<file path="config.mk">
export PLATFORM = sky130hd
export DESIGN_NAME = i2c_slave_register_port
export DESIGN_NICKNAME = d
export VERILOG_FILES = /design/src/verilog/i2c_port_pkg.sv /design/src/verilog/i2c_slave_register_port.sv
export SDC_FILE = /design/constraint.sdc
export NUM_CORES = 1
export LEC_CHECK = 0
export ABC_CLOCK_PERIOD_IN_PS = 6600
export BUFFER_PORTS_ARGS = -buffer_cell sky130_fd_sc_hd__buf_2
export CORE_MARGIN = 4
export CORE_UTILIZATION = 45
export CTS_CLUSTER_SIZE = 30
export DETAILED_ROUTE_END_ITERATION = 16
export HOLD_SLACK_MARGIN = 0.1
export PLACE_DENSITY = 0.65
export RECOVER_POWER = 50
export SYNTH_ARGS = -nofsm -noshare
export SYNTH_HDL_FRONTEND = slang
export SYNTH_SLANG_ARGS = --single-unit
</file>
<file path="constraint.sdc">
create_clock -name clk -period 6.6 [get_ports clk]
set_clock_uncertainty 0.2 [all_clocks]
set_input_delay 0.33 -clock clk [delete_from_list [all_inputs] [get_ports clk]]
set_output_delay 0.33 -clock clk [all_outputs]
set_load 0.005 [all_outputs]
</file>
<file path="src/verilog/i2c_port_pkg.sv">
// Constants and carrier types for the two-wire slave register port.
// Assumes a single 40 MHz system clock shared by all users of the package.
package i2c_port_pkg;
	localparam int        CLK_PERIOD_NS = 25;
	// Spike widths that the input filters suppress in each speed setting.
	localparam int        SPIKE_FS_NS   = 50;
	localparam int        SPIKE_HS_NS   = 10;
	localparam logic [2:0] SPIKE_FS_CYC =
		3'((SPIKE_FS_NS + CLK_PERIOD_NS - 1) / CLK_PERIOD_NS);
	localparam logic [2:0] SPIKE_HS_CYC =
		3'((SPIKE_HS_NS + CLK_PERIOD_NS - 1) / CLK_PERIOD_NS);
	// Fixed upper address nibble used when the mode select pin is low.
	localparam logic [3:0] ADDR_HI_FIXED = 4'h5;
	// Master code prefix 00001xxx that announces high-speed transfers.
	localparam logic [4:0] MCODE_PFX     = 5'h01;
	localparam logic [6:0] SLAVE_ADDR_RST = 7'h00;
	localparam logic [7:0] BYTE_RST      = 8'h00;
	localparam logic [3:0] BITS_PER_BYTE = 4'h8;
	localparam logic [1:0] IDX_SLAVE     = 2'h0;
	localparam logic [1:0] IDX_REGADDR   = 2'h1;
	localparam logic [1:0] IDX_DATA      = 2'h2;

	typedef enum logic [5:0] {
		ST_IDLE  = 6'b000001,
		ST_RX    = 6'b000010,
		ST_ACK   = 6'b000100,
		ST_TX    = 6'b001000,
		ST_RACK  = 6'b010000,
		ST_MNACK = 6'b100000
	} port_state_t;

	// Register access request towards the device's register file.
	typedef struct packed {
		logic [7:0] addr;
		logic [7:0] wdata;
		logic       wr;
		logic       rd;
	} reg_req_t;
endpackage : i2c_port_pkg

</file>
<file path="src/verilog/i2c_slave_register_port.sv">
// Two-wire slave port giving a bus master access to internal registers.
// Assumes the register file answers reg_rdata within one cycle of a read
// pulse and that SCL, SDA and all straps are asynchronous pins.
//
// Function
// Address fixed from straps after reset release.
// Mode pin low: address 0101 plus pins 2..0.
// Mode pin high: bit6 zero, pins 5..0.
// Straps latched once, ignored until next reset.
// Write frame: all data to one register.
// Host sets register address before reading.
// Read frame repeats same register, no increment.
// High-speed transfers supported, slower masters too.
// Master code 00001xxx, never acknowledged, enters HS.
// After repeated start, matching address is acknowledged.
// HS kept over repeated starts, left on stop.
// Fast mode after reset.
// HS switches filters and output slope control.
// Force bit keeps HS permanently, no master code.
// Host forces HS only on a quiet bus.
// Without master code stay in fast mode.
// Slave only, never drives clock.
// Bytes MSB first, receiver acknowledges each.
// Foreign address: release SDA, ignore the frame.
`timescale 1ns/100ps
module i2c_slave_register_port (
	input  wire logic                   clk,
	input  wire logic                   rst,
	input  wire logic                   scl_in,
	input  wire logic                   sda_in,
	output logic                        sda_out,
	output logic                        sda_oe_n,
	input  wire logic                   powerdown_reset_pin,
	input  wire logic                   address_mode_select_pin,
	input  wire logic [5:0]             addr_pins,
	input  wire logic                   force_high_speed_bit,
	output i2c_port_pkg::reg_req_t      reg_req,
	input  wire logic [7:0]             reg_rdata,
	output logic [6:0]                  slave_addr,
	output logic                        addr_valid,
	output logic                        filter_hs,
	output logic                        slope_hs
);
	import i2c_port_pkg::*;

	function automatic logic [6:0] own_addr(input logic mode,
	                                        input logic [5:0] pins);
		own_addr = mode ? {1'b0, pins} : {ADDR_HI_FIXED, pins[2:0]};
	endfunction : own_addr

	////////////////////////////////////////////////////////////////////
	// Pin synchronisers.
	logic [9:0]  pin_s1;
	logic [9:0]  pin_s2;
	always_ff @(posedge clk or posedge rst) begin
		if (rst) begin
			pin_s1 <= 10'h3ff;
			pin_s2 <= 10'h3ff;
		end else begin
			pin_s1 <= {scl_in, sda_in, powerdown_reset_pin,
			           address_mode_select_pin, addr_pins};
			pin_s2 <= pin_s1;
		end
	end
	logic        scl_s;
	logic        sda_s;
	logic        pd_n_s;
	logic        mode_s;
	logic [5:0]  adr_s;
	assign scl_s  = pin_s2[9];
	assign sda_s  = pin_s2[8];
	assign pd_n_s = pin_s2[7];
	assign mode_s = pin_s2[6];
	assign adr_s  = pin_s2[5:0];

	////////////////////////////////////////////////////////////////////
	// Strap latch: taken once after either reset is released.
	// The synchronisers show their idle values for two edges after reset,
	// so the straps are taken only once real pin samples have arrived.
	logic [1:0]  sync_fill_reg;
	always_ff @(posedge clk or posedge rst) begin
		if (rst) begin
			sync_fill_reg <= 2'h0;
		end else begin
			sync_fill_reg <= {sync_fill_reg[0], 1'b1};
		end
	end
	logic [6:0]  slave_addr_reg;
	logic        latched_reg;
	always_ff @(posedge clk or posedge rst) begin
		if (rst) begin
			latched_reg    <= 1'b0;
			slave_addr_reg <= SLAVE_ADDR_RST;
		end else if (!pd_n_s) begin
			latched_reg    <= 1'b0;
		end else if (!latched_reg && sync_fill_reg[1]) begin
			latched_reg    <= 1'b1;
			slave_addr_reg <= own_addr(mode_s, adr_s); // see R2
		end
	end
	assign slave_addr = slave_addr_reg;
	assign addr_valid = latched_reg;

	////////////////////////////////////////////////////////////////////
	// Spike filters whose width follows the speed setting.
	logic [1:0]  line_f;
	logic [2:0]  flt_cnt [2];
	logic        filter_hs_reg;
	logic [2:0]  flt_lim;
	assign flt_lim = filter_hs_reg ? SPIKE_HS_CYC : SPIKE_FS_CYC;
	always_ff @(posedge clk or posedge rst) begin
		if (rst) begin
			line_f     <= 2'h3;
			flt_cnt[0] <= 3'h0;
			flt_cnt[1] <= 3'h0;
		end else begin
			for (int i = 0; i < 2; i++) begin
				if ((i == 1 ? scl_s : sda_s) == line_f[i]) begin
					flt_cnt[i] <= 3'h0;
				end else if (flt_cnt[i] + 3'h1 >= flt_lim) begin
					line_f[i]  <= ~line_f[i];
					flt_cnt[i] <= 3'h0;
				end else begin
					flt_cnt[i] <= flt_cnt[i] + 3'h1;
				end
			end
		end
	end
	logic        scl_f;
	logic        sda_f;
	logic        scl_d;
	logic        sda_d;
	assign scl_f = line_f[1];
	assign sda_f = line_f[0];
	always_ff @(posedge clk or posedge rst) begin
		if (rst) begin
			scl_d <= 1'b1;
			sda_d <= 1'b1;
		end else begin
			scl_d <= scl_f;
			sda_d <= sda_f;
		end
	end
	logic        scl_rise;
	logic        scl_fall;
	logic        start_ev;
	logic        stop_ev;
	assign scl_rise = scl_f && !scl_d;
	assign scl_fall = !scl_f && scl_d;
	assign start_ev = scl_f && scl_d && sda_d && !sda_f;
	assign stop_ev  = scl_f && scl_d && !sda_d && sda_f;

	////////////////////////////////////////////////////////////////////
	// Bus state machine.
	port_state_t st_reg;
	logic [7:0]  shift_reg;
	logic [3:0]  bit_cnt_reg;
	logic [1:0]  byte_idx_reg;
	logic        rw_reg;
	logic        mack_reg;
	logic        sda_oe_n_reg;
	logic [7:0]  rdata_hold_reg;
	logic        byte_end;
	logic        addr_hit;
	logic        is_mcode;
	assign byte_end = (st_reg == ST_RX) && scl_fall &&
	                  (bit_cnt_reg == BITS_PER_BYTE);
	assign addr_hit = latched_reg && (shift_reg[7:1] == slave_addr_reg);
	assign is_mcode = shift_reg[7:3] == MCODE_PFX;

	always_ff @(posedge clk or posedge rst) begin
		if (rst) begin
			st_reg       <= ST_IDLE;
			shift_reg    <= BYTE_RST;
			bit_cnt_reg  <= 4'h0;
			byte_idx_reg <= IDX_SLAVE;
			rw_reg       <= 1'b0;
			mack_reg     <= 1'b0;
			sda_oe_n_reg <= 1'b1;
		end else if (!pd_n_s || stop_ev) begin
			st_reg       <= ST_IDLE;
			sda_oe_n_reg <= 1'b1;
		end else if (start_ev) begin
			st_reg       <= ST_RX;
			bit_cnt_reg  <= 4'h0;
			byte_idx_reg <= IDX_SLAVE;
			sda_oe_n_reg <= 1'b1;
		end else begin
			case (st_reg)
			ST_RX: begin
				if (scl_rise) begin
					shift_reg   <= {shift_reg[6:0], sda_f};
					bit_cnt_reg <= bit_cnt_reg + 4'h1;
				end else if (byte_end) begin
					if (byte_idx_reg != IDX_SLAVE) begin
						st_reg       <= ST_ACK;
						sda_oe_n_reg <= 1'b0;
					end else if (is_mcode) begin
						st_reg <= ST_MNACK;
					end else if (addr_hit) begin
						st_reg       <= ST_ACK;
						sda_oe_n_reg <= 1'b0;
						rw_reg       <= shift_reg[0];
					end else begin
						st_reg <= ST_IDLE;
					end
				end
			end
			ST_ACK: begin
				if (scl_fall) begin
					bit_cnt_reg <= 4'h0;
					if (byte_idx_reg != IDX_DATA) begin
						byte_idx_reg <= byte_idx_reg + 2'h1;
					end
					if (rw_reg && byte_idx_reg == IDX_SLAVE) begin
						st_reg       <= ST_TX;
						shift_reg    <= rdata_hold_reg;
						sda_oe_n_reg <= rdata_hold_reg[7];
					end else begin
						st_reg       <= ST_RX;
						sda_oe_n_reg <= 1'b1;
					end
				end
			end
			ST_TX: begin
				if (scl_fall) begin
					bit_cnt_reg <= bit_cnt_reg + 4'h1;
					if (bit_cnt_reg == BITS_PER_BYTE - 4'h1) begin
						st_reg       <= ST_RACK;
						sda_oe_n_reg <= 1'b1;
					end else begin
						shift_reg    <= {shift_reg[6:0], 1'b0};
						sda_oe_n_reg <= shift_reg[6];
					end
				end
			end
			ST_RACK: begin
				if (scl_rise) begin
					mack_reg <= !sda_f;
				end else if (scl_fall) begin
					bit_cnt_reg <= 4'h0;
					if (mack_reg) begin
						st_reg       <= ST_TX;
						shift_reg    <= rdata_hold_reg;
						sda_oe_n_reg <= rdata_hold_reg[7];
					end else begin
						st_reg <= ST_IDLE;
					end
				end
			end
			ST_MNACK: begin
				if (scl_fall) begin
					st_reg <= ST_IDLE;
				end
			end
			default: begin
				st_reg       <= ST_IDLE;
				sda_oe_n_reg <= 1'b1;
			end
			endcase
		end
	end
	assign sda_oe_n = sda_oe_n_reg;

	// The pad only ever pulls low; the clock line is never driven.
	logic        sda_out_reg;
	always_ff @(posedge clk or posedge rst) begin
		if (rst) begin
			sda_out_reg <= 1'b0;
		end else begin
			sda_out_reg <= 1'b0;
		end
	end
	assign sda_out = sda_out_reg;

	////////////////////////////////////////////////////////////////////
	// Register access requests.
	reg_req_t    reg_req_reg;
	logic        rd_pend_reg;
	always_ff @(posedge clk or posedge rst) begin
		if (rst) begin
			reg_req_reg    <= '0;
			rd_pend_reg    <= 1'b0;
			rdata_hold_reg <= BYTE_RST;
		end else begin
			reg_req_reg.wr <= 1'b0;
			reg_req_reg.rd <= 1'b0;
			rd_pend_reg    <= reg_req_reg.rd;
			if (rd_pend_reg) begin
				rdata_hold_reg <= reg_rdata;
			end
			if (byte_end && byte_idx_reg == IDX_REGADDR) begin
				reg_req_reg.addr <= shift_reg;
			end
			if (byte_end && byte_idx_reg == IDX_DATA) begin
				reg_req_reg.wdata <= shift_reg;
				reg_req_reg.wr    <= 1'b1;
			end
			if (byte_end && byte_idx_reg == IDX_SLAVE && addr_hit &&
			    !is_mcode && shift_reg[0]) begin
				reg_req_reg.rd <= 1'b1;
			end
			if (st_reg == ST_RACK && scl_rise && !sda_f) begin
				reg_req_reg.rd <= 1'b1;
			end
		end
	end
	assign reg_req = reg_req_reg;

	////////////////////////////////////////////////////////////////////
	// Speed mode: fast after reset, high speed after a master code.
	logic        hs_reg;
	logic        slope_hs_reg;
	logic        hs_next;
	assign hs_next = (!pd_n_s || stop_ev) ? 1'b0 :
	                 (st_reg == ST_MNACK && scl_fall) ? 1'b1 : hs_reg;
	always_ff @(posedge clk or posedge rst) begin
		if (rst) begin
			hs_reg        <= 1'b0;
			filter_hs_reg <= 1'b0;
			slope_hs_reg  <= 1'b0;
		end else begin
			hs_reg        <= hs_next; // see R11
			filter_hs_reg <= hs_next || force_high_speed_bit;
			slope_hs_reg  <= hs_next || force_high_speed_bit;
		end
	end
	assign filter_hs = filter_hs_reg;
	assign slope_hs  = slope_hs_reg;

	////////////////////////////////////////////////////////////////////
	// Assertions.
	property p_fixed_hi;
		@(posedge clk) disable iff (rst)
		$rose(latched_reg) && !$past(mode_s) |->
			slave_addr_reg[6:3] == ADDR_HI_FIXED;
	endproperty
	a_fixed_hi: assert property (p_fixed_hi)
		else $error("fixed address nibble wrong");
	property p_pin_addr;
		@(posedge clk) disable iff (rst)
		$rose(latched_reg) && $past(mode_s) |->
			slave_addr_reg == {1'b0, $past(adr_s)};
	endproperty
	a_pin_addr: assert property (p_pin_addr)
		else $error("pin address wrong");
	property p_addr_hold;
		@(posedge clk) disable iff (rst)
		latched_reg && $past(latched_reg) |-> $stable(slave_addr_reg);
	endproperty
	a_addr_hold: assert property (p_addr_hold)
		else $error("address changed after latch");
	property p_mcode_nack;
		@(posedge clk) disable iff (rst || !pd_n_s)
		byte_end && byte_idx_reg == IDX_SLAVE && is_mcode |=>
			sda_oe_n_reg [*8];
	endproperty
	a_mcode_nack: assert property (p_mcode_nack)
		else $error("master code acknowledged");
	property p_hs_keep;
		@(posedge clk) disable iff (rst || !pd_n_s)
		hs_reg && !stop_ev |=> hs_reg;
	endproperty
	a_hs_keep: assert property (p_hs_keep)
		else $error("high speed lost without stop");
	property p_hs_leave;
		@(posedge clk) disable iff (rst)
		stop_ev |=> !hs_reg;
	endproperty
	a_hs_leave: assert property (p_hs_leave)
		else $error("high speed kept after stop");
	property p_force;
		@(posedge clk) disable iff (rst)
		force_high_speed_bit |=> filter_hs_reg && slope_hs_reg;
	endproperty
	a_force: assert property (p_force)
		else $error("force bit ignored");
	property p_foreign;
		@(posedge clk) disable iff (rst || !pd_n_s)
		byte_end && byte_idx_reg == IDX_SLAVE && !is_mcode && !addr_hit
		|=> st_reg == ST_IDLE && sda_oe_n_reg;
	endproperty
	a_foreign: assert property (p_foreign)
		else $error("foreign frame answered");
	property p_ack_data;
		@(posedge clk) disable iff (rst || !pd_n_s)
		byte_end && byte_idx_reg != IDX_SLAVE && !start_ev && !stop_ev
		|=> !sda_oe_n_reg ##1 reg_req_reg.addr == $past(reg_req_reg.addr);
	endproperty
	a_ack_data: assert property (p_ack_data)
		else $error("data byte not acknowledged");
	// The data line is only pulled while acknowledging or transmitting.
	property p_slave_drive;
		@(posedge clk) disable iff (rst)
		!sda_oe_n_reg |-> sda_out_reg == 1'b0 &&
			(st_reg == ST_ACK || st_reg == ST_TX);
	endproperty
	a_slave_drive: assert property (p_slave_drive)
		else $error("data line driven outside a slave phase");
	c_write: cover property (@(posedge clk) reg_req_reg.wr);
	c_read:  cover property (@(posedge clk) st_reg == ST_TX);
	c_hs:    cover property (@(posedge clk) $rose(hs_reg));
endmodule : i2c_slave_register_port

</file>
Word level (Yosys, flattened, before mapping). Index checks and enable logic that the tools add are counted.

Bits in writable memories: 0. Bits in registers: 92. Memories kept: 0. Output and inout port bits: 30. Bits in latches: 0. Word-level logic and storage cells: 189. Memory bits (read-only): 0.

Shift-type cells: 0. Muxes and demuxes: 63. Eq/ne operators: 38. $mul: 0. Divide/modulo/power cells: 0. Add/sub/neg operators: 4. Bitwise logic cells: 9. $lt $le $gt $ge: 2. Reductions and logical operators: 47.

Operator list (count): 6-bit 2-to-1 mux (13); 8-bit 2-to-1 mux (8); 8-bit one-hot mux with 4 select lines (1); 6-bit one-hot mux with 5 select lines (1); 4-bit 2-to-1 mux (7); 1-bit logical AND (21); 1-bit 2-to-1 mux (21); 4-bit by 3-bit inequality test with 1-bit output, second input constant (5); 2-bit inequality test, second input constant (9); 4-bit inequality test, second input constant (4); 4-bit one-hot mux with 4 select lines (1); 8-bit AND reduction (2); 3-bit 2-to-1 mux (5); 3-bit inequality test, second input constant (4); 11-bit AND reduction (1); 2-bit 2-to-1 mux (5); 5-bit by 3-bit inequality test with 1-bit output, second input constant (2); 10-bit AND reduction (1); 1-bit NOT (9); 4-bit AND reduction (2); 2-bit nonzero test (4); 7-bit equality test (1); 1-bit zero test (7); 3-bit by 1-bit adder with 3-bit output, second input constant (2); 22 further kinds (27).

Logic depth before layout (Yosys ltp). Gate-level depths: netlist (run 1).

Word-level depth: 10. Mapped depth: 8.

Least setup slack after synthesis (run 1). No wires, ideal clock.

Path type: register -> register. From: register line_f[0]. To: register shift_reg[0]. Data arrival time: 2.214 ns. Period minus slack after synthesis: 2.539 ns. Library setup time: 0.125 ns. Cell stages (with the launch flop): 7. Data required time: 6.275 ns. Slack: 4.061 ns. Cell sequence: dfstp_2 -> clkbuf_1 -> xnor2_1 -> o21ai_1 -> or3_1 -> nor3_4 -> mux2_4.

Cells in the longest elaborated chain, start to end: 4.

RTL lines: from (decl) (RTL line i2c_slave_register_port.sv:106) `logic [1:0] line_f;`; from (signal, indexed assignment) (RTL line i2c_slave_register_port.sv:121) `line_f[i] <= ~line_f[i];`; 1-bit logical AND / 1-bit zero test (equally long branches) (RTL line i2c_slave_register_port.sv:151, i2c_slave_register_port.sv:150); 1-bit logical OR / 1-bit logical AND (equally long branches) (RTL line i2c_slave_register_port.sv:180, i2c_slave_register_port.sv:150); 1-bit NOT (no source line); 11-bit AND reduction (no source line); to (signal assigned) (RTL line i2c_slave_register_port.sv:192) `shift_reg <= {shift_reg[6:0], sda_f};`; to (signal assigned) (RTL line i2c_slave_register_port.sv:217) `shift_reg <= rdata_hold_reg;`; to (signal assigned) (RTL line i2c_slave_register_port.sv:232) `shift_reg <= {shift_reg[6:0], 1'b0};`; to (decl) (RTL line i2c_slave_register_port.sv:156) `logic [7:0] shift_reg;`.

Several ways; a longest one is shown, not always the timed one. The select of a mux whose other input is x is not followed. A chain may end at the register's enable or synchronous reset.

Worst setup path after layout (run 1).
From: register st_reg[3]. To: register bit_cnt_reg[0].

Cells in the longest elaborated chain, start to end: 3.

RTL lines: from (decl) (RTL line i2c_slave_register_port.sv:155) `port_state_t st_reg;`; from (signal assigned) (RTL line i2c_slave_register_port.sv:173) `st_reg <= ST_IDLE;`; from (signal assigned) (RTL line i2c_slave_register_port.sv:181) `st_reg <= ST_IDLE;`; from (signal assigned) (RTL line i2c_slave_register_port.sv:184) `st_reg <= ST_RX;`; 6-bit by 4-bit equality test with 1-bit output, or another cell as far along (RTL line i2c_slave_register_port.sv:189) `case (st_reg)`; 3-bit inequality test (no source line), or another cell as far along; 5-bit AND reduction (no source line) / 4-bit 2-to-1 mux (equally long branches); to (signal assigned) (RTL line i2c_slave_register_port.sv:193) `bit_cnt_reg <= bit_cnt_reg + 4'h1;`; to (signal assigned) (RTL line i2c_slave_register_port.sv:227) `bit_cnt_reg <= bit_cnt_reg + 4'h1;`; to (decl) (RTL line i2c_slave_register_port.sv:157) `logic [3:0] bit_cnt_reg;`.

Several ways; a longest one is shown, not always the timed one.

==> flow_summary.toml, run 1 <==
[status]
status = "finished, final reports clean"

[timing]
worst_slew_pin_slew_ps = 1310
drv_slew = 0
fmax_mhz = 368
hold_viol_final = 0
tns_ps = 0
fin_crit_sh_pct = 41.1
max_slew_margin_pct = 12.2
period_needed_ps = 2720
rsz0062_at_grt = "no"
setup-violations-final = 0

[detailed_routing]
drt_first_pass_iters = 4
routedWlPerCell_um = 15.1
drt_iter0_markers = 175
drt_wl_total_um = 7820
ant_nets = 0
drc = 0
vias = 2675
routed_via_density = 5.18

[die]
rows = 34
die_y_um = 103
num_io_pins = 51
initial_core_util_pct = 46.2
die-area_um2 = 10500
core_um2 = 8720
dieWidth_um = 103

[flow_run]
maxCapViolations = 0

[finish]
nets = 435
area_growth_pct = 17.9
largest_register_ffs = 18
postLayoutCellArea_um2 = 4750
layout_commonest_cell = "dfrtp_1"
seq_area_um2 = 2310
layout_common_cells = "dfrtp_1, nand2_1, buf_2"
multi_input_area_um2 = 1620
nFillCells = 724
drive_gt1_share_pct = 29.7
antenna_cells = 0

[global_route]
grt_usage_pct = 16.5
grt_overflow = 0
grt_antenna_before_repair = 0
grt_pass1_wl_um = 13400
grt_pass1_vias = 2678
grt_max_degree = 61

[clock_tree]
cts.clk_slew.worst_paths_ps = 90
cts_setup_buffers = 0
cts-root-buf = "clkbuf_8"
h-tree-depth = 3
cts_made_buffers = 9
cts.path.max_buffers = 2
insertion_delay_ps = 360
cts_tree = "built"
clock-sinks = 91

[synth]
synthTopCellsByArea = "dfrtp_1, dfstp_2, mux2_2"
synth_ff_type = "dfrtp_1"
ys_seq_area_share_pct = 57.3
synthCells = 331
ys_types = 51
synth_top_area_share_pct = 40.4
synth_area_per_cell_um2 = 12.2
synth_area_leader_cell = "dfrtp_1"
ys_warn_count = 0
syn_area_um2 = 4030
synth_seq_cells = 91
synthArstFlopShare_pct = 100
synth_edf_count = 0

[setup_path]
criticalPathCategory = "flip-flop to flip-flop"
required_ps = 6650
cp.arrival_ps = 2770
cp_slowest_cell = "nor3_1"
cp_num_buf_inv = 0
end_kind = "flip-flop"
worstPathCellList = "or3_1, nor3_1, nor4_1, mux2_2"
critical-path-top-delay-family = "simple AND/OR/NAND/NOR gates"
cp_slowest_stage_delay_ps = 950
worstSetupStartpointType = "flip-flop"
crit_fanout = 11

[pwr]
vdd_drop_max_mv = 0.165
combPwrFrac_pct = 8.4
switchingPower_mw = 0.262
p_clk_share_pct = 36.2
power.density_nw_per_um2 = 230
p_seq_share_pct = 55.3
p_int_mw = 0.832
p_leak_nw = 2.19
power.share.switching_pct = 24.0

[placement]
place_area_um2 = 4350
hpwl_um = 5580
place.gp.congestion = 0.919
portBuffers = 48

[min_path]
hold_class = "flip-flop to flip-flop"
cells in the mapped netlist, types with 4 or more instances:
master	count
dfrtp_1	65
nand2_1	44
mux2_2	30
dfstp_2	26
ha_1	11
nor2_1	11
o21ai_0	11
xnor2_1	10
inv_1	9
nand3_1	9
mux2_4	8
a21oi_1	6
nor2b_1	6
nor3_1	6
buf_4	5
or3_1	5
and2_1	4
clkbuf_1	4
nand4_1	4
nor4_1	4
cell type report:
cell class	count	share of cell area (%)
Sequential cell	91	48.6
Clock buffer	11	3.19
Inverter	9	0.737
Clock inverter	5	1.42
Timing Repair Buffer	69	9.06
Tap cell	108	2.84
Multi-Input combinational cell	223	34.1
layer usage:
layer	wire (um)	global-route usage [%]	vias up
li1	-	-	1299
met1	3550	22.4	1301
met2	3750	25.6	67
met3	408	4.80	8
met4	103	5.65	0
met5	0	0	-
stage by stage:
stage / power, mW / util, % / setup WS, ps / cells / hold WS [ps]
2_1_floorplan: 0.672 / - / 3750 / 334 / 131
4_1_cts: 1.12 / 54.7 / 3890 / 516 / 149
5_1_grt: 1.15 / 54.5 / 3720 / 516 / 159
3_5_place_dp: 0.702 / 49.9 / 3900 / 480 / 135
3_3_place_gp: 0.700 / 49.9 / 3990 / 480 / 133
6_report: 1.09 / 54.5 / 3880 / 516 / 152
worst paths after layout:
check / start / endpoint / slack, ps / depth (start not counted)
max in group asynchronous: rst / reg_req[1]$_DFF_PP0_ / 4300 / 4
min in group asynchronous: rst / flt_cnt[5]$_DFF_PP0_ / 600 / 3
setup reg to reg: st_reg[3]$_DFFE_PP0P_ / bit_cnt_reg[0]$_DFFE_PP0P_ / 3880 / 4
hold reg to reg: pin_s1[6]$_DFF_PP1_ / pin_s2[6]$_DFF_PP1_ / 150 / 0
hold / removal: pin_s1[6]$_DFF_PP1_ / pin_s2[6]$_DFF_PP1_ / 150 / 0
setup / recovery: st_reg[3]$_DFFE_PP0P_ / bit_cnt_reg[0]$_DFFE_PP0P_ / 3880 / 4
power by group through the flow:
stage | Sequential, mW | Clock, mW | Combinational, mW
after CTS | 0.607 | 0.414 | 0.0945
after detailed placement | 0.617 | 0 | 0.0848
after global placement | 0.616 | 0 | 0.0833
after floorplan | 0.610 | 0 | 0.0621
final | 0.606 | 0.396 | 0.0923
after global routing | 0.610 | 0.439 | 0.105
what timing repair did:
item | CTS | global route
endpoints found under the hold margin | 34 | 0
gates resized for setup | 0 | 0
hold buffers | 20 | 0
worst reg2reg max path: stages (launching register included):
cell	delay [ps]
dfrtp_1	480
or3_1	400
nor3_1	950
nor4_1	260
mux2_2	340
kinds of logic after synthesis:
kind of cell | Yosys count | synth area share (%)
flip-flops | 91 | 57.3
multiplexers | 38 | 11.4
other | 2 | 0.186
AND/OR/NAND/NOR | 111 | 14.4
AO/OA/AOI/OAI | 45 | 7.73
adder cells (fa/ha/maj) | 11 | 3.42
XOR/XNOR | 13 | 2.83
buffers and inverters | 20 | 2.70
No activity file was read; power rests on OpenSTA's default activity.
==> inputs of run 2 (changes only) <==
--- a/config.mk
+++ b/config.mk
@@ -5,14 +5,15 @@
 export SDC_FILE = /design/constraint.sdc
 export NUM_CORES = 1
 export LEC_CHECK = 0
-export ABC_CLOCK_PERIOD_IN_PS = 6600
+export ABC_AREA = 1
+export ABC_CLOCK_PERIOD_IN_PS = 2800
 export BUFFER_PORTS_ARGS = -buffer_cell sky130_fd_sc_hd__buf_2
 export CORE_MARGIN = 4
 export CORE_UTILIZATION = 45
 export CTS_CLUSTER_SIZE = 30
 export DETAILED_ROUTE_END_ITERATION = 16
 export HOLD_SLACK_MARGIN = 0.1
-export PLACE_DENSITY = 0.65
+export PLACE_DENSITY = 0.64
 export RECOVER_POWER = 50
 export SYNTH_ARGS = -nofsm -noshare
 export SYNTH_HDL_FRONTEND = slang
==> constraint.sdc (replaced) <==
create_clock -name clk -period 2.8 [get_ports clk]
set_clock_uncertainty 0.2 [all_clocks]
set_input_delay 0.14 -clock clk [delete_from_list [all_inputs] [get_ports clk]]
set_output_delay 0.14 -clock clk [all_outputs]
set_load 0.005 [all_outputs]
==> run 2 against run 1 <==
Power is 150% higher. Critical endpoint is now shift_reg[2]$_DFFE_PP0P_. Non-clock buffer count up 1. Wire length increased by 14%. Critical path type unchanged. First-iteration DRC count fell by 17%. Sequential power increased by 140%. Worst hold slack improved by 3.7 ps. Clock power rose by 120%.
==> flow_summary.toml, run 2 <==
[timing]
worst_slew_pin_slew_ps = 1210
fin_crit_sh_pct = 76.6
rsz0062_at_grt = "no"
tns_ps = 0
fmax_mhz = 466
period_needed_ps = 2140
drv_slew = 0
hold_slack_ps = 156
hold_viol_final = 0
max_slew_margin_pct = 19.4
setup-violations-final = 0

[synth]
synth_top_area_share_pct = 39.5
synth_area_per_cell_um2 = 9.20
synth_ff_type = "dfrtp_1"
synth_commonest_cells = "nand2_1, dfrtp_1, inv_1"
synth_area_leader_cell = "dfrtp_1"
ys_warn_count = 0
syn_area_um2 = 4120
ys_types = 34
yosysMostFrequentCell = "nand2_1"
synth_seq_cells = 91
synthCells = 448
synthArstFlopShare_pct = 100
synthTopCellsByArea = "dfrtp_1, dfstp_2, nand2_1"
synth_edf_count = 0
ys_seq_area_share_pct = 56.1

[die]
num_io_pins = 51
core_um2 = 8810
die_y_um = 104
rows = 34
die-area_um2 = 10800
initial_core_util_pct = 46.8
dieWidth_um = 104

[clock_tree]
ctsResizeCount = 0
clock-sinks = 91
cts-root-buf = "clkbuf_8"
holdBufCountCts = 20
cts_setup_buffers = 0
cts.clk_slew.worst_paths_ps = 100
cts.path.max_buffers = 2
insertion_delay_ps = 370
cts_made_buffers = 9
cts_tree = "built"
h-tree-depth = 3

[finish]
largest_register_ffs = 18
drive_gt1_share_pct = 24.6
utilization_pct = 55.2
layoutNonFillerInstCount = 637
nets = 556
area_growth_pct = 17.9
layout_commonest_cell = "nand2_1"
layout_common_cells = "nand2_1, dfrtp_1, inv_1"
antenna_cells = 0

[detailed_routing]
routed_via_density = 4.92
ant_nets = 0
routedWlPerCell_um = 14.0
drt_wl_total_um = 8890
drt_first_pass_iters = 4
vias = 3135
drc = 0
drt_iter0_markers = 145

[setup_path]
worstPathCellList = "inv_2, nand2_1, nor2_2, inv_2, nand2_4, nor3_4, nand2_4, nand2_1, nand2_1"
cp.arrival_ps = 2200
cp_slowest_stage_delay_ps = 640
cp_slowest_cell = "dfstp_1"
critPathCapture = "shift_reg[2]$_DFFE_PP0P_"
cp_common_cell = "nand2_1"
crit_fanout = 9
worstSetupStartpointType = "flip-flop"
startpoint = "line_f[0]$_DFFE_PP1P_"
end_kind = "flip-flop"
criticalPathCategory = "flip-flop to flip-flop"
r2r-start = "line_f[0]$_DFFE_PP1P_"
reg2reg_depth = 9
r2r_setup_slack_ps = 660
required_ps = 2860
r2r_end = "shift_reg[2]$_DFFE_PP0P_"

[min_path]
min_from = "pin_s1[4]$_DFF_PP1_"
hold_class = "flip-flop to flip-flop"
hold_depth = 0

[global_route]
use_met2_pct = 28.5
grt_max_degree = 92
grt_antenna_before_repair = 0
grt.met3_usage_pct = 5.22
grt_overflow = 0
met1_usage_pct = 22.3
grt_pass1_wl_um = 15200
grt_busiest_layer = "met2"
grt_usage_pct = 17.4
grt_pass1_vias = 3044

[placement]
portBuffers = 48
dp.cells = 601
place.gp.congestion = 0.917
hpwl_um = 6360

[pwr]
power.density_nw_per_um2 = 552
vdd_drop_max_mv = 0.382
p_leak_nw = 2.44

[status]
status = "finished, final reports clean"

[flow_run]
maxCapViolations = 0
==> run 2: cell types whose count changed in the layout (fill, tap and decap cells not counted), moves of 12 or more <==
cell	before	now
buf_2	34	46
mux2_2	30	8
nand3_1	9	31
nand2_1	44	117
inv_1	8	48
o21ai_0	11	23
nor2_1	11	30
==> run 2: metal layers <==
metal / wire, um / vias up
li1: - / 1567
met1: 3940 / 1497
met2: 4380 / 58
met3: 418 / 13
met4: 153 / 0
met5: 0 / -
==> run 2: logic make-up (layout without fill, tap and decap cells) <==
kind of cell / Yosys count / after routing / share of synthesized area (%)
xor gates and xnor gates: 5 / 5 / 1.06
other: 2 / 5 / 0.182
and+or+nand+nor: 213 / 213 / 23.2
adders and majority gates: 11 / 11 / 3.34
AOI/OAI and AO/OA: 55 / 55 / 7.80
muxes: 8 / 8 / 2.19
DFF: 91 / 91 / 56.1
buffers and inverters: 63 / 141 / 6.16
==> run 2: worst min-delay path by stage <==
stage	to	slack [ps]
2_1_floorplan	pin_s1[0]$_DFF_PP1_	-60
3_3_place_gp	pin_s1[1]$_DFF_PP1_	50
3_5_place_dp	pin_s1[6]$_DFF_PP1_	50
4_1_cts	pin_s2[4]$_DFF_PP1_	150
5_1_grt	pin_s2[4]$_DFF_PP1_	160
6_report	pin_s2[4]$_DFF_PP1_	160
==> run 2: final cells by class <==
class	count	area (um^2)
fillers	813	3950
flip-flops and latches	91	2310
multi-input cells	297	1570
repair buffers	70	453
inverters	55	208
well taps	108	135
clock buffers	10	128
clock inverters	6	56.3
==> run 2: critical path, delay by kind of cell (launching register included) <==
kind	cells	cell delay, ps
buf+inv	2	230
simple gates	7	960
flops	1	640
==> run 2: power breakdown <==
group | leakage (nW) | internal (mW) | switching (mW) | total (mW)
Combinational | 1.20 | 0.142 | 0.212 | 0.354
Sequential | 1.14 | 1.41 | 0.0642 | 1.47
Clock | 0.0913 | 0.344 | 0.511 | 0.854
==> run 2: through the flow <==
| stage | setup slack (ps) | instance area [um^2] | power [mW] |
|---|---|---|---|
| 2_1_floorplan | 139 | 4130 | 1.73 |
| 3_3_place_gp | 720 | 4490 | 1.83 |
| 3_5_place_dp | 719 | 4490 | 1.84 |
| 4_1_cts | 699 | 4870 | 2.72 |
| 5_1_grt | 483 | 4860 | 2.85 |
| 6_report | 655 | 4860 | 2.68 |
==> inputs of run 3 (changes only) <==
--- a/config.mk
+++ b/config.mk
@@ -6,7 +6,7 @@
 export NUM_CORES = 1
 export LEC_CHECK = 0
 export ABC_AREA = 1
-export ABC_CLOCK_PERIOD_IN_PS = 2800
+export ABC_CLOCK_PERIOD_IN_PS = 2200
 export BUFFER_PORTS_ARGS = -buffer_cell sky130_fd_sc_hd__buf_2
 export CORE_MARGIN = 4
 export CORE_UTILIZATION = 45
==> constraint.sdc (replaced) <==
create_clock -name clk -period 2.2 [get_ports clk]
set_clock_uncertainty 0.2 [all_clocks]
set_input_delay 0.11 -clock clk [delete_from_list [all_inputs] [get_ports clk]]
set_output_delay 0.11 -clock clk [all_outputs]
set_load 0.005 [all_outputs]
==> run 3 against run 2 <==
Clock-buffer cell count up 1. Worst setup slack worse by 500 ps. Combinational power increased by 32%. Sequential power is 28% higher.
==> flow_summary.toml, run 3 (same netlist as run 2, synthesis figures left out) <==
[detailed_routing]
vias = 3100
drt_first_pass_iters = 4
drc = 0
drt_iter0_markers = 122
routed_via_density = 4.84
routedWlPerCell_um = 14.0
ant_nets = 0
drt_wl_total_um = 8970

[timing]
worst_slew_pin_slew_ps = 1180
hold_slack_ps = 159
max_slew_margin_pct = 21.6
period_needed_ps = 2040
hold_viol_final = 0
tns_ps = 0
setup-violations-final = 0
rsz0062_at_grt = "no"
fmax_mhz = 489
drv_slew = 0
fin_crit_sh_pct = 92.9

[global_route]
grt_overflow = 0
grt_antenna_before_repair = 0
grt_usage_pct = 17.7
grt_max_degree = 92
grt_pass1_wl_um = 15400
grt_pass1_vias = 3199

[finish]
antenna_cells = 0
nFillCells = 803
layoutNonFillerInstCount = 641
drive_gt1_share_pct = 25.9
largest_register_ffs = 18
area_growth_pct = 20.0
nets = 560
layout_commonest_cell = "nand2_1"
layout_common_cells = "nand2_1, dfrtp_1, inv_1"
utilization_pct = 56.2

[status]
status = "finished, final reports clean"

[flow_run]
maxCapViolations = 0

[pwr]
vdd_drop_max_mv = 0.429
p_leak_nw = 2.48
p_total_mw = 3.55
power.density_nw_per_um2 = 718

[setup_path]
end_kind = "flip-flop"
worstSetupStartpointType = "flip-flop"
cp.arrival_ps = 2090
crit_fanout = 16
criticalPathCategory = "flip-flop to flip-flop"
required_ps = 2250

[placement]
place.gp.congestion = 0.869
portBuffers = 48
hpwl_um = 6440
dp.cells = 604

[min_path]
hold_class = "flip-flop to flip-flop"

[clock_tree]
cts.path.max_buffers = 2
cts-root-buf = "clkbuf_8"
clock-sinks = 91
cts_tree = "built"
cts.clk_slew.worst_paths_ps = 90
insertion_delay_ps = 360
cts_made_buffers = 9
h-tree-depth = 3

[die]
rows = 34
num_io_pins = 51
die_y_um = 104
die-area_um2 = 10800
initial_core_util_pct = 46.8
core_um2 = 8810
dieWidth_um = 104
[run 3: cell count changes in the layout (fill, tap and decap cells not counted), sizes merged]
| cell | change |
|---|---|
| clkinvlp | -1 |
| inv | -1 |
| bufinv | +1 |
| buf | +5 |
[run 3: repair_timing]
action                                 CTS  global route
setup endpoints to repair                0            12
endpoints found under the hold margin  110             0
hold buffers                            20             0
gates resized for setup                  0             4
buffers inserted                         0             1
[run 3: worst max-delay path: stages, from the launching register on]
cell     delay, ps
dfstp_2        550
nor2_2          60
and2_4         150
nand2_2        110
nand2_4        140
inv_2          100
nand2_2         80
a21oi_4        290
nand2_4        120
nand2_1         80
nand2_1         50
[run 3: per-layer routing]
layer  part of all wire [%]  global-route usage, %
met3                    3.6                   4.17
met4                    1.8                   6.08
met5                      0                      0
met2                     49                   29.7
met1                     45                   22.4
[run 3: report_power, final]
part / internal (mW) / leakage, nW / switching [mW] / total [mW]
sequential: 1.80 / 1.15 / 0.0828 / 1.88
clock: 0.576 / 0.106 / 0.627 / 1.20
combinational: 0.193 / 1.23 / 0.276 / 0.469
total: 2.57 / 2.48 / 0.985 / 3.55
[run 3: layout make-up]
cell class,instances,area (um^2),share of cell area [%]
flip-flops and latches,91,2310,46.7
multi-input cells,297,1590,32.1
repair buffers,74,497,10.0
inverters,55,210,4.25
clock buffers,11,141,2.86
well taps,108,135,2.73
clock inverters,5,67.6,1.37
[run 3: through the flow]
stage	worst slack (ps)	area, um^2
finish	156	4950
global route	1.36	4950
CTS	137	4920
detailed placement	137	4510
global placement	192	4510
floorplan	378	4140
[run 3: final timing paths]
| kind | startpoint | end | slack (ps) | cells after the start |
|---|---|---|---|---|
| min in group asynchronous | rst | reg_req[8]$_DFFE_PP0P_ | 510 | 4 |
| max reg2reg | st_reg[0]$_DFFE_PP1P_ | shift_reg[3]$_DFFE_PP0P_ | 160 | 10 |
| min | sync_fill_reg[0]$_DFF_PP0_ | sync_fill_reg[1]$_DFF_PP0_ | 160 | 0 |
| min reg2reg | sync_fill_reg[0]$_DFF_PP0_ | sync_fill_reg[1]$_DFF_PP0_ | 160 | 0 |
| max in group asynchronous | rst | bit_cnt_reg[0]$_DFFE_PP0P_ | 540 | 4 |
| max | st_reg[0]$_DFFE_PP1P_ | shift_reg[3]$_DFFE_PP0P_ | 160 | 10 |
